===== src/logic/ienp_pkg.sv =====
// Register map, source bit layout and bus carrier for the interrupt enable/pending block
package ienp_pkg;

   localparam int unsigned DATA_W = 32;
   localparam int unsigned ADDR_W = 32;

   // Register byte addresses
   localparam logic [ADDR_W-1:0] OFS_EN_SET   = 32'hE000E100;
   localparam logic [ADDR_W-1:0] OFS_EN_CLR   = 32'hE000E180;
   localparam logic [ADDR_W-1:0] OFS_PD_SET   = 32'hE000E200;
   localparam logic [ADDR_W-1:0] OFS_PD_CLR   = 32'hE000E280;
   localparam logic [ADDR_W-1:0] OFS_EVT_STAT = 32'hE000E300;
   localparam logic [ADDR_W-1:0] OFS_EVT_CLR  = 32'hE000E304;
   localparam logic [ADDR_W-1:0] OFS_EVT_EN   = 32'hE000E308;

   // Source bit positions, shared by every enable and pending register
   localparam int unsigned BIT_DEBUG      = 16;
   localparam int unsigned BIT_EXT_D      = 15;
   localparam int unsigned BIT_EXT_C      = 14;
   localparam int unsigned BIT_EXT_A      = 12;
   localparam int unsigned BIT_LINK_RX    = 10;
   localparam int unsigned BIT_LINK_TX    = 9;
   localparam int unsigned BIT_LINK_TMR   = 8;
   localparam int unsigned BIT_SECURITY   = 7;
   localparam int unsigned BIT_SERIAL_ONE = 5;
   localparam int unsigned BIT_SLEEP_TMR  = 4;
   localparam int unsigned BIT_BASEBAND   = 3;
   localparam int unsigned BIT_MANAGEMENT = 2;

   localparam logic [DATA_W-1:0] ONE_HOT = 32'h00000001;

   localparam logic [DATA_W-1:0] GRP_EXT_MASK =
      (ONE_HOT << BIT_EXT_D) | (ONE_HOT << BIT_EXT_C) | (ONE_HOT << BIT_EXT_A);
   localparam logic [DATA_W-1:0] GRP_LINK_MASK =
      (ONE_HOT << BIT_LINK_RX) | (ONE_HOT << BIT_LINK_TX) | (ONE_HOT << BIT_LINK_TMR);
   localparam logic [DATA_W-1:0] GRP_SEC_SER_MASK =
      (ONE_HOT << BIT_SECURITY) | (ONE_HOT << BIT_SERIAL_ONE);
   localparam logic [DATA_W-1:0] GRP_SYS_MASK =
      (ONE_HOT << BIT_SLEEP_TMR) | (ONE_HOT << BIT_BASEBAND) |
      (ONE_HOT << BIT_MANAGEMENT) | (ONE_HOT << BIT_DEBUG);
   localparam logic [DATA_W-1:0] SRC_MASK =
      GRP_EXT_MASK | GRP_LINK_MASK | GRP_SEC_SER_MASK | GRP_SYS_MASK;

   localparam logic [DATA_W-1:0] RESET_VAL = 32'h00000000;

   // Block events that feed the sticky status register
   localparam int unsigned EVT_W       = 2;
   localparam int unsigned EVT_REQ_NEW = 0;
   localparam int unsigned EVT_OVERRUN = 1;

   typedef struct packed {
      logic [ADDR_W-1:0] addr;
      logic [DATA_W-1:0] wdata;
      logic              wr;
      logic              rd;
   } ienp_bus_t;

endpackage


===== src/logic/ienp_bit_cell.sv =====
// One source's enable and pending state with its core request
`timescale 1ns/1ps
`default_nettype none
module ienp_bit_cell (
   input  wire logic mclk_in,    // System clock
   input  wire logic rstn_in,    // Synchronous reset, active low
   input  wire logic en_set_in,  // Write one to enable-set
   input  wire logic en_clr_in,  // Write one to enable-clear
   input  wire logic pd_set_in,  // Write one to pending-set
   input  wire logic pd_clr_in,  // Write one to pending-clear
   input  wire logic src_in,     // Source event, same clock
   output logic      en_out,     // Enable state
   output logic      pd_out,     // Pending state
   output logic      req_out     // Enabled and pending
);
   logic en_nxt;
   logic pd_nxt;

   // Set and clear never come in one write, so order does not matter here
   assign en_nxt = (en_out | en_set_in) & ~en_clr_in;
   // A source event in the clear cycle is kept: set wins
   assign pd_nxt = (pd_out & ~pd_clr_in) | pd_set_in | src_in;

   always_ff @(posedge mclk_in) begin
      if (!rstn_in) begin
         en_out  <= 1'b0;
         pd_out  <= 1'b0;
         req_out <= 1'b0;
      end else begin
         en_out  <= en_nxt;
         pd_out  <= pd_nxt;
         req_out <= en_nxt & pd_nxt;
      end
   end
endmodule
`default_nettype wire


===== src/logic/ienp_evt_stat.sv =====
// Sticky event status with write-one-to-clear, enable mask and level interrupt
`timescale 1ns/1ps
`default_nettype none
module ienp_evt_stat #(
   parameter int unsigned W = 2
) (
   input  wire logic         mclk_in,    // System clock
   input  wire logic         rstn_in,    // Synchronous reset, active low
   input  wire logic [W-1:0] evt_in,     // One-cycle event pulses
   input  wire logic         clr_wr_in,  // Write to the clear register
   input  wire logic         en_wr_in,   // Write to the enable register
   input  wire logic [W-1:0] wdata_in,   // Write data, low bits
   output logic      [W-1:0] stat_out,   // Sticky status
   output logic      [W-1:0] en_out,     // Enable mask
   output logic              irq_out     // Level interrupt
);
   logic [W-1:0] stat_nxt;
   logic [W-1:0] en_nxt;

   assign stat_nxt = (stat_out & ~(clr_wr_in ? wdata_in : '0)) | evt_in;
   assign en_nxt   = en_wr_in ? wdata_in : en_out;

   always_ff @(posedge mclk_in) begin
      if (!rstn_in) begin
         stat_out <= '0;
         en_out   <= '0;
         irq_out  <= 1'b0;
      end else begin
         stat_out <= stat_nxt;
         en_out   <= en_nxt;
         irq_out  <= |(stat_nxt & en_nxt);
      end
   end
endmodule
`default_nettype wire


===== src/logic/ienp_top.sv =====
// Top-level interrupt enable and pending registers with register port and event status
//
// Functional notes
// - A one written to a bit of the enable-set register enables that source.
// - Zero bits written to the enable-set register leave those enables as they were.
// - A one written to a bit of the enable-clear register disables that source.
// - Zero bits written to the enable-clear register leave those enables as they were.
// - A one written to a bit of the pending-set register pends that source like a real event.
// - Zero bits written to the pending-set register leave those pending states alone.
// - External lines D, C and A sit at bits 15, 14 and 12 of every such register.
// - Link receive, transmit and timer sources sit at bits 10, 9 and 8.
// - The security source sits at bit 7 and the first serial controller at bit 5.
// - Sleep timer, baseband and management sit at bits 4, 3, 2 and debug at bit 16.
// - A one written to the pending-clear register unpends that source unless the source fires in that cycle; zeros do nothing.
`timescale 1ns/1ps
`default_nettype none
module ienp_top (
   input  wire logic                      mclk_in,       // System clock, 20 MHz
   input  wire logic                      rstn_in,       // Synchronous reset, active low
   input  wire ienp_pkg::ienp_bus_t       bus_in,        // Register port request
   input  wire logic [ienp_pkg::DATA_W-1:0] src_in,      // Source event lines
   output logic      [ienp_pkg::DATA_W-1:0] rdata_out,   // Read data, cycle after read
   output logic      [ienp_pkg::DATA_W-1:0] irq_req_out, // Per-source core request
   output logic                           irq_out        // Block event interrupt
);

   // Address decode
   wire hit_en_set   = (bus_in.addr == ienp_pkg::OFS_EN_SET);
   wire hit_en_clr   = (bus_in.addr == ienp_pkg::OFS_EN_CLR);
   wire hit_pd_set   = (bus_in.addr == ienp_pkg::OFS_PD_SET);
   wire hit_pd_clr   = (bus_in.addr == ienp_pkg::OFS_PD_CLR);
   wire hit_evt_stat = (bus_in.addr == ienp_pkg::OFS_EVT_STAT);
   wire hit_evt_clr  = (bus_in.addr == ienp_pkg::OFS_EVT_CLR);
   wire hit_evt_en   = (bus_in.addr == ienp_pkg::OFS_EVT_EN);

   // Write strobes
   wire wr_en_set  = bus_in.wr & hit_en_set;
   wire wr_en_clr  = bus_in.wr & hit_en_clr;
   wire wr_pd_set  = bus_in.wr & hit_pd_set;
   wire wr_pd_clr  = bus_in.wr & hit_pd_clr;
   wire wr_evt_clr = bus_in.wr & hit_evt_clr;
   wire wr_evt_en  = bus_in.wr & hit_evt_en;

   // Only mapped source bits reach the cells; the rest of the word is dropped
   wire [ienp_pkg::DATA_W-1:0] wmask   = bus_in.wdata & ienp_pkg::SRC_MASK;
   wire [ienp_pkg::DATA_W-1:0] src_msk = src_in & ienp_pkg::SRC_MASK;

   wire [ienp_pkg::DATA_W-1:0] en_vec;
   wire [ienp_pkg::DATA_W-1:0] pd_vec;
   wire [ienp_pkg::DATA_W-1:0] req_vec;

   // One cell per mapped source; the same index serves all four registers
   for (genvar i = 0; i < ienp_pkg::DATA_W; i++) begin : g_src
      if (ienp_pkg::SRC_MASK[i]) begin : g_cell
         ienp_bit_cell u_cell (
            .mclk_in   (mclk_in),
            .rstn_in   (rstn_in),
            .en_set_in (wr_en_set & wmask[i]),
            .en_clr_in (wr_en_clr & wmask[i]),
            .pd_set_in (wr_pd_set & wmask[i]),
            .pd_clr_in (wr_pd_clr & wmask[i]),
            .src_in    (src_msk[i]),
            .en_out    (en_vec[i]),
            .pd_out    (pd_vec[i]),
            .req_out   (req_vec[i])
         );
      end else begin : g_rsvd
         assign en_vec[i]  = 1'b0;
         assign pd_vec[i]  = 1'b0;
         assign req_vec[i] = 1'b0;
      end
   end

   assign irq_req_out = req_vec;

   // Block events: the core request goes from none to any, or a source fires while already pending
   logic req_any_r;
   wire  req_any  = |req_vec;
   wire  req_new  = req_any & ~req_any_r;
   wire  overrun  = |(src_msk & pd_vec);
   wire [ienp_pkg::EVT_W-1:0] evt_vec;
   wire [ienp_pkg::EVT_W-1:0] evt_stat;
   wire [ienp_pkg::EVT_W-1:0] evt_en;

   assign evt_vec[ienp_pkg::EVT_REQ_NEW] = req_new;
   assign evt_vec[ienp_pkg::EVT_OVERRUN] = overrun;

   ienp_evt_stat #(
      .W (ienp_pkg::EVT_W)
   ) u_evt (
      .mclk_in   (mclk_in),
      .rstn_in   (rstn_in),
      .evt_in    (evt_vec),
      .clr_wr_in (wr_evt_clr),
      .en_wr_in  (wr_evt_en),
      .wdata_in  (bus_in.wdata[ienp_pkg::EVT_W-1:0]),
      .stat_out  (evt_stat),
      .en_out    (evt_en),
      .irq_out   (irq_out)
   );

   // Read selection; unmapped and write-only addresses return zero
   wire [ienp_pkg::DATA_W-1:0] evt_stat_w = {{(ienp_pkg::DATA_W-ienp_pkg::EVT_W){1'b0}}, evt_stat};
   wire [ienp_pkg::DATA_W-1:0] evt_en_w   = {{(ienp_pkg::DATA_W-ienp_pkg::EVT_W){1'b0}}, evt_en};
   wire [ienp_pkg::DATA_W-1:0] rd_mux =
      (hit_en_set | hit_en_clr) ? en_vec :
      (hit_pd_set | hit_pd_clr) ? pd_vec :
      hit_evt_stat              ? evt_stat_w :
      hit_evt_en                ? evt_en_w :
                                  ienp_pkg::RESET_VAL;

   // Read data lives for exactly one cycle after the strobe
   always_ff @(posedge mclk_in) begin
      if (!rstn_in) begin
         rdata_out <= ienp_pkg::RESET_VAL;
         req_any_r <= 1'b0;
      end else begin
         rdata_out <= bus_in.rd ? rd_mux : ienp_pkg::RESET_VAL;
         req_any_r <= req_any;
      end
   end

   // Read side: each register shows its own state, everything else reads zero
   wire rd_none = ~(hit_en_set | hit_en_clr | hit_pd_set | hit_pd_clr |
                    hit_evt_stat | hit_evt_en);
endmodule
`default_nettype wire


===== config.mk =====
export PLATFORM = sky130hd
export DESIGN_NAME = ienp_top
export DESIGN_NICKNAME = d
export VERILOG_FILES = /design/src/logic/ienp_pkg.sv /design/src/logic/ienp_bit_cell.sv /design/src/logic/ienp_evt_stat.sv /design/src/logic/ienp_top.sv
export SDC_FILE = /design/constraint.sdc
export NUM_CORES = 1
export LEC_CHECK = 0
export BUFFER_PORTS_ARGS = -buffer_cell sky130_fd_sc_hd__buf_4
export CELL_PAD_IN_SITES_DETAIL_PLACEMENT = 1
export CELL_PAD_IN_SITES_GLOBAL_PLACEMENT = 1
export CORE_MARGIN = 4
export CORE_UTILIZATION = 33
export DETAILED_ROUTE_END_ITERATION = 7
export PLACE_DENSITY_LB_ADDON = 0.3
export SYNTH_ARGS = -nofsm -noshare
export SYNTH_HDL_FRONTEND = slang
export SYNTH_HIERARCHICAL = 1
export SYNTH_SLANG_ARGS = --single-unit

===== constraint.sdc =====
create_clock -name mclk_in -period 2.54 [get_ports mclk_in]
set_clock_uncertainty 0.05 [all_clocks]
set_input_delay 0.254 -clock mclk_in [delete_from_list [all_inputs] [get_ports mclk_in]]
set_output_delay 0.254 -clock mclk_in [all_outputs]
set_load 0.01 [all_outputs]

==> results.ini, run 1 <==
[outcome]
run_status = completed

[worst_setup_path]
critical_path.cell_chain = buf_4 -> nor4_1 -> nand3_2 -> buf_12 -> nor4_1 -> nor2_1 -> a2111oi_2
worst_r2r_path_depth = 5
worst-path-buf-inv = 2
critPathArrivalTime_ns = 2.14
setup.worst_path.end_class = flop
timing.critical_path.mode_cell = sky130_fd_sc_hd__nor4_1
critical_path_cell_count = 7
worst_path_dominant_cell_family = simple AND/OR/NAND/NOR gates
regToRegSetupSlack_ns = 0.95
cp-start-kind = input pin
cp_max_fo = 60
timing.critical_path.slowest_cell_delay_ns = 0.50
critPathKind = input pin to flop
cp_slowest_cell = sky130_fd_sc_hd__nor4_1
critPathRequiredTime_ns = 2.69

[timing]
setup_total_negative_slack_ns = 0
hold_slack_ns = 0.161
setup_viol = 0
max_slew.worst_pin.slew_ns = 0.647
maxSlewViolCount = 0
clock.fmax_mhz = 501
grt_setup_unrepaired = false
layout_worst_path_cycle_share_pct = 78.5
relSlewSlack_pct = 56.5
timing_hold_violations_final = 0
min_period_ns = 1.99

[floorplanning]
fp.dieW_um = 107
io-pin-count = 165
placementRows = 35
floorplan.core_area_um2 = 9420
fp.dieH_um = 107
die_area_um2 = 11500
floorplan.initialDensity_pct = 34.6

[placement]
port_buffers = 88
dpl.cell_count = 567
post_dp_cell_area_um2 = 3930
place.gp.congestion = 0.795
place.detailed.hpwl_um = 7490

[cells_and_area]
final-seq-area_um2 = 1120
insertedDiodeCount = 0
layout_area_overhead_pct = 23.7
layout_commonest_cell = sky130_fd_sc_hd__buf_4
most-common-layout-cells = sky130_fd_sc_hd__buf_4, sky130_fd_sc_hd__dfxtp_1, sky130_fd_sc_hd__conb_1, sky130_fd_sc_hd__nor4_1, sky130_fd_sc_hd__nor2_1
final_cell_area_um2 = 4030
finish.net_count = 545
layout.cells.non_filler = 575
fillers = 1155
multi_input_comb_area_um2 = 1840
post_route_cells_drive_above_1_share_pct = 33.9

[synthesis]
mappedNetlistArea_um2 = 3250
syn-mean-instance-area_um2 = 8.89
synth-edff-count = 0
synth-warning-count = 6
postSynthCellCount = 366
synth_top_flop_cell = sky130_fd_sc_hd__dfxtp_1
synth.distinct_cells = 35
synth-seq-cells = 56
synth-seq-area-share_pct = 34.5
ys_async_sr_fraction_pct = 0

[global_route]
maximum_number_of_pins_on_one_net_before_global_route_repair = 61
grt_first_pass_wirelength_um = 16200
via_count_of_the_first_global_routing_pass = 3076
globalRoute.totalOverflow = 0
grt_antenna_before_repair = 0
gr-usage-all-layers_pct = 17.5

[cts]
cts_root_buffer = sky130_fd_sc_hd__clkbuf_8
cts_post_setup_buffers_inserted = 0
ctsHtreeMaxLevel = 2
cts.repair.resized = 0
cts_made_buffers = 5
cts_num_sinks = 56
insertion_delay_ns = 0.31
clockBufferDepth = 2
postCtsHoldBufs = 0
tritoncts = yes
reg_clk_slew_reported_paths_ns = 0.10

[flow_run]
maxCapViolations = 0

[routing]
detail_route.drc_violations = 0
drt-wirelength-per-cell_um = 17.2
num_vias = 2964
vias_per_cell = 5.15
dr.first_iter.drc_count = 102
dr.pass1.iters = 4
route.antenna.remaining_nets = 0
wirelength_routed_um = 9910

[power]
leakage_dissipation_nw = 1.51
power_per_unit_of_standard_cell_area_nw_per_um2 = 413
worst_voltage_drop_across_the_vdd_grid_v = 0.000285

[min_path]
holdPathStages = 3
timing.hold.worst.class = input pin to flop

state kept, by name (all words and copies together) (netlist names):
signal and flops:
g_src.g_cell.u_cell/pd_out 12, u_evt/irq_out 1, u_evt/en_out 2, rdata_out 14, u_evt/stat_out 2, g_src.g_cell.u_cell/req_out 12, req_any_r 1, g_src.g_cell.u_cell/en_out 12
synthesized netlist by cell type (3+ instances only):
library cell	instances	area (um^2)
sky130_fd_sc_hd__buf_2	8	40.0
sky130_fd_sc_hd__nor3_1	19	95.1
sky130_fd_sc_hd__nand4_1	5	31.3
sky130_fd_sc_hd__nor4_2	19	238
sky130_fd_sc_hd__dfxtp_1	56	1120
sky130_fd_sc_hd__nor2_1	27	101
sky130_fd_sc_hd__a22o_1	3	26.3
sky130_fd_sc_hd__nand2b_4	12	165
sky130_fd_sc_hd__nor4_1	35	219
sky130_fd_sc_hd__clkbuf_1	8	30.0
sky130_fd_sc_hd__a211oi_1	12	90.1
sky130_fd_sc_hd__inv_1	15	56.3
sky130_fd_sc_hd__a21oi_1	14	70.1
sky130_fd_sc_hd__a221oi_1	3	26.3
sky130_fd_sc_hd__nand3_1	27	135
sky130_fd_sc_hd__buf_1	6	22.5
sky130_fd_sc_hd__and4b_1	3	30.0
sky130_fd_sc_hd__nand2b_1	12	75.1
sky130_fd_sc_hd__a2111oi_2	12	180
sky130_fd_sc_hd__buf_4	38	285
sky130_fd_sc_hd__nand2_1	16	60.1
logic make-up (layout without fill, tap and decap cells):
| group | after synthesis | in the layout | synth area share [%] |
|---|---|---|---|
| multiplexers | 4 | 4 | 1.35 |
| buffers and inverters | 75 | 118 | 13.3 |
| AND/OR/NAND/NOR | 183 | 183 | 38.0 |
| other | 1 | 38 | 0.115 |
| AO/OA/AOI/OAI | 47 | 47 | 12.7 |
| flip-flops | 56 | 56 | 34.5 |
area by class of cell:
type	instances	share of cell area, %
Clock buffer	7	2.14
Clock inverter	1	0.187
Inverter	15	1.40
Multi-Input combinational cell	272	45.8
Sequential cell	56	27.9
Tap cell	129	4.01
Timing Repair Buffer	95	18.7
metrics by stage:
| step | utilization (%) | power [mW] | setup WS, ns |
|---|---|---|---|
| after floorplan | - | 1.09 | 0.632 |
| after global placement | 41.8 | 1.16 | 0.264 |
| after detailed placement | 41.8 | 1.16 | 0.220 |
| after CTS | 42.8 | 1.67 | 0.537 |
| after global routing | 42.8 | 1.73 | 0.396 |
| final | 42.8 | 1.66 | 0.546 |
routing by layer:
layer  GRT usage (%)  share of wire [%]
met4            5.02                1.6
met1            23.3                 42
met5               0                  0
met3            1.92                5.8
met2            29.9                 51
report_power, final:
group	leakage [nW]	switching (mW)	internal [mW]
combinational	1.01	0.129	0.102
sequential	0.455	0.0210	0.892
clock	0.0445	0.294	0.223
worst paths after layout:
kind | from | to
setup / recovery | bus_in[58] | g_src[16].g_cell.u_cell/req_out
hold / removal | bus_in[0] | rdata_out[1]
setup reg to reg | g_src[7].g_cell.u_cell/pd_out | u_evt/irq_out
hold reg to reg | g_src[3].g_cell.u_cell/en_out | rdata_out[3]
worst register-to-register path, cell delays in order, from the launching register on:
cell	delay (ns)
sky130_fd_sc_hd__dfxtp_1	0.37
sky130_fd_sc_hd__a22o_1	0.24
sky130_fd_sc_hd__a221oi_1	0.34
sky130_fd_sc_hd__nand3_1	0.17
sky130_fd_sc_hd__a21oi_1	0.20
sky130_fd_sc_hd__o32ai_1	0.12
Power figures use the tool's default switching activity.
==> run 2, diff against run 1 <==
Clock period 2.54 ns to 1.9 ns, I/O delays scaled along.
==> run 2 against run 1 <==
Combinational power is 42% higher. First-iteration DRC count is 19% higher. Utilization is 4.3 points higher. Sequential share of layout area is 2.6 points lower. Final cell count is 8.0% higher.
==> results.ini, run 2 (synthesis results as in run 1) <==
[routing]
detail_route.drc_violations = 0  ; unchanged
route.antenna.remaining_nets = 0  ; unchanged
wirelength_routed_um = 10500  ; +5.4%
m1WireLength_um = 4210  ; +1.2%
met3WireLength_um = 503  ; -12%
top_layer = met4
drt-wirelength-per-cell_um = 16.8  ; -2.4%
dr.pass1.iters = 4  ; unchanged
met2RoutedLength_um = 5600  ; +11%
vias_per_cell = 5.11  ; -0.85%
dr.first_iter.drc_count = 121  ; +19%
num_vias = 3174  ; +7.1%

[min_path]
timing.hold.worst.class = input pin to flop
holdPathStages = 3  ; unchanged

[power]
worst_voltage_drop_across_the_vdd_grid_v = 0.000276  ; -2.9%
leakage_dissipation_nw = 1.75  ; +17%
power_per_unit_of_standard_cell_area_nw_per_um2 = 543  ; +31%
design_power_total_mw = 2.41  ; +45%

[timing]
layout_worst_path_cycle_share_pct = 95.9
clock.fmax_mhz = 549
min_period_ns = 1.82
timing_hold_violations_final = 0  ; unchanged
max_slew.worst_pin.slew_ns = 0.499  ; -0.148 ns
grt_setup_unrepaired = false
relSlewSlack_pct = 66.4  ; +10 points
maxSlewViolCount = 0  ; unchanged
setup_viol = 0  ; unchanged
postLayoutSetupSlackWorst_ns = 0.0782  ; -0.467 ns

[cells_and_area]
layout_area_overhead_pct = 36.3
insertedDiodeCount = 0  ; unchanged
most-common-layout-cells = sky130_fd_sc_hd__buf_4, sky130_fd_sc_hd__dfxtp_1, sky130_fd_sc_hd__conb_1, sky130_fd_sc_hd__nor4_1, sky130_fd_sc_hd__nor2_1
finish.net_count = 591  ; +8.4%
post_route_cells_drive_above_1_share_pct = 40.4  ; +6.6 points
largest_reg_flops = 14  ; unchanged
top_register = rdata_out
layout_commonest_cell = sky130_fd_sc_hd__buf_4

[floorplanning]
fp.dieH_um = 107  ; unchanged
io-pin-count = 165  ; unchanged
fp.dieW_um = 107  ; unchanged
die_area_um2 = 11500  ; unchanged
floorplan.initialDensity_pct = 34.6  ; unchanged
floorplan.core_area_um2 = 9420  ; unchanged
placementRows = 35  ; unchanged

[placement]
place.detailed.hpwl_um = 8350  ; +11%
port_buffers = 88  ; unchanged
detailedPlace.worstSlack_ns = -0.238  ; -0.458 ns
place.gp.congestion = 0.768  ; -3.5%

[worst_setup_path]
worst-path-buf-inv = 4  ; +2
worst_r2r_path_depth = 5  ; unchanged
timing.critical_path.slowest_cell_delay_ns = 0.38  ; -0.12 ns
worst_path_dominant_cell_family = simple AND/OR/NAND/NOR gates
cp-start-kind = input pin
timing.critical_path.mode_cell = sky130_fd_sc_hd__buf_4
cp_slowest_cell = sky130_fd_sc_hd__nor4_1
critPathArrivalTime_ns = 1.97  ; -0.17 ns
critical_path.cell_chain = buf_4 -> nor4_1 -> buf_4 -> nand3_2 -> buf_4 -> buf_4 -> nor4_1 -> nand2b_4 -> a2111oi_2
critPathRequiredTime_ns = 2.04  ; -0.65 ns
critPathKind = input pin to flop
cp_max_fo = 13  ; -78%
critical_path_cell_count = 9  ; +2
setup.worst_path.end_class = flop

[global_route]
maximum_number_of_pins_on_one_net_before_global_route_repair = 26  ; -57%
grt_antenna_before_repair = 0  ; unchanged
via_count_of_the_first_global_routing_pass = 3338  ; +8.5%
gr-usage-all-layers_pct = 18.2  ; +0.67 points
globalRoute.totalOverflow = 0  ; unchanged
grt_first_pass_wirelength_um = 16800  ; +3.5%

[cts]
ctsHtreeMaxLevel = 2  ; unchanged
cts_root_buffer = sky130_fd_sc_hd__clkbuf_8
insertion_delay_ns = 0.31  ; about the same
tritoncts = yes
cts_made_buffers = 5  ; unchanged
reg_clk_slew_reported_paths_ns = 0.10  ; about the same
cts_num_sinks = 56  ; unchanged
clockBufferDepth = 2  ; unchanged

[flow_run]
maxCapViolations = 0  ; unchanged

[outcome]
run_status = completed

## run 2: final timing paths
check | startpoint | endpoint | slack [ns]
max | bus_in[40] | g_src[15].g_cell.u_cell/req_out | 0.08
min | bus_in[0] | rdata_out[1] | 0.09
max reg2reg | g_src[7].g_cell.u_cell/pd_out | u_evt/irq_out | 0.27
min reg2reg | g_src[3].g_cell.u_cell/en_out | rdata_out[3] | 0.43
## run 2: per-stage QoR
| step | hold WS, ns | util, % | TNS [ns] | cell area [um^2] | cells |
|---|---|---|---|---|---|
| finish | 0.0914 | 47.1 | 0 | 4430 | 621 |
| global route | 0.0874 | 47.1 | 0 | 4430 | 621 |
| CTS | 0.0763 | 47.0 | 0 | 4430 | 621 |
| detailed placement | 0.415 | 45.7 | -3.86 | 4300 | 613 |
| global placement | 0.418 | 45.7 | -2.71 | 4300 | 613 |
| floorplan | 0.249 | - | 0 | 3390 | 403 |
## run 2: what timing repair did
action / in CTS / in global routing
setup buffers: 0 / 0
endpoints found under the hold margin: 0 / 0
resized for setup: 0 / 1
setup endpoints to repair: 0 / 1
hold buffers: 0 / 0
## run 2: area by class of cell
cell class              count  area, um^2
fillers                  1139        4980
well taps                 129         161
clock inverters             1        30.0
multi-input cells         272        1850
inverters                  15        56.3
flip-flops and latches     56        1120
clock buffers               7        96.3
repair buffers            141        1120
## run 2: per-layer routing
layer	global-route usage, %	up-vias
li1	-	1526
met1	22.4	1554
met2	33.2	84
met3	2.04	10
met4	5.11	0
met5	0	-
## run 2: power breakdown
part | total [mW] | leakage [nW] | switching [mW] | internal [mW]
combinational | 0.330 | 1.23 | 0.179 | 0.151
clock | 0.856 | 0.0645 | 0.390 | 0.466
sequential | 1.22 | 0.455 | 0.0270 | 1.19
## run 2: worst reg2reg max path, delay by kind of cell (launching register included)
family	cells	cell delay (ns)
flip-flops	1	0.37
AND/OR/NAND/NOR	1	0.17
AO/OA/AOI/OAI	4	0.94
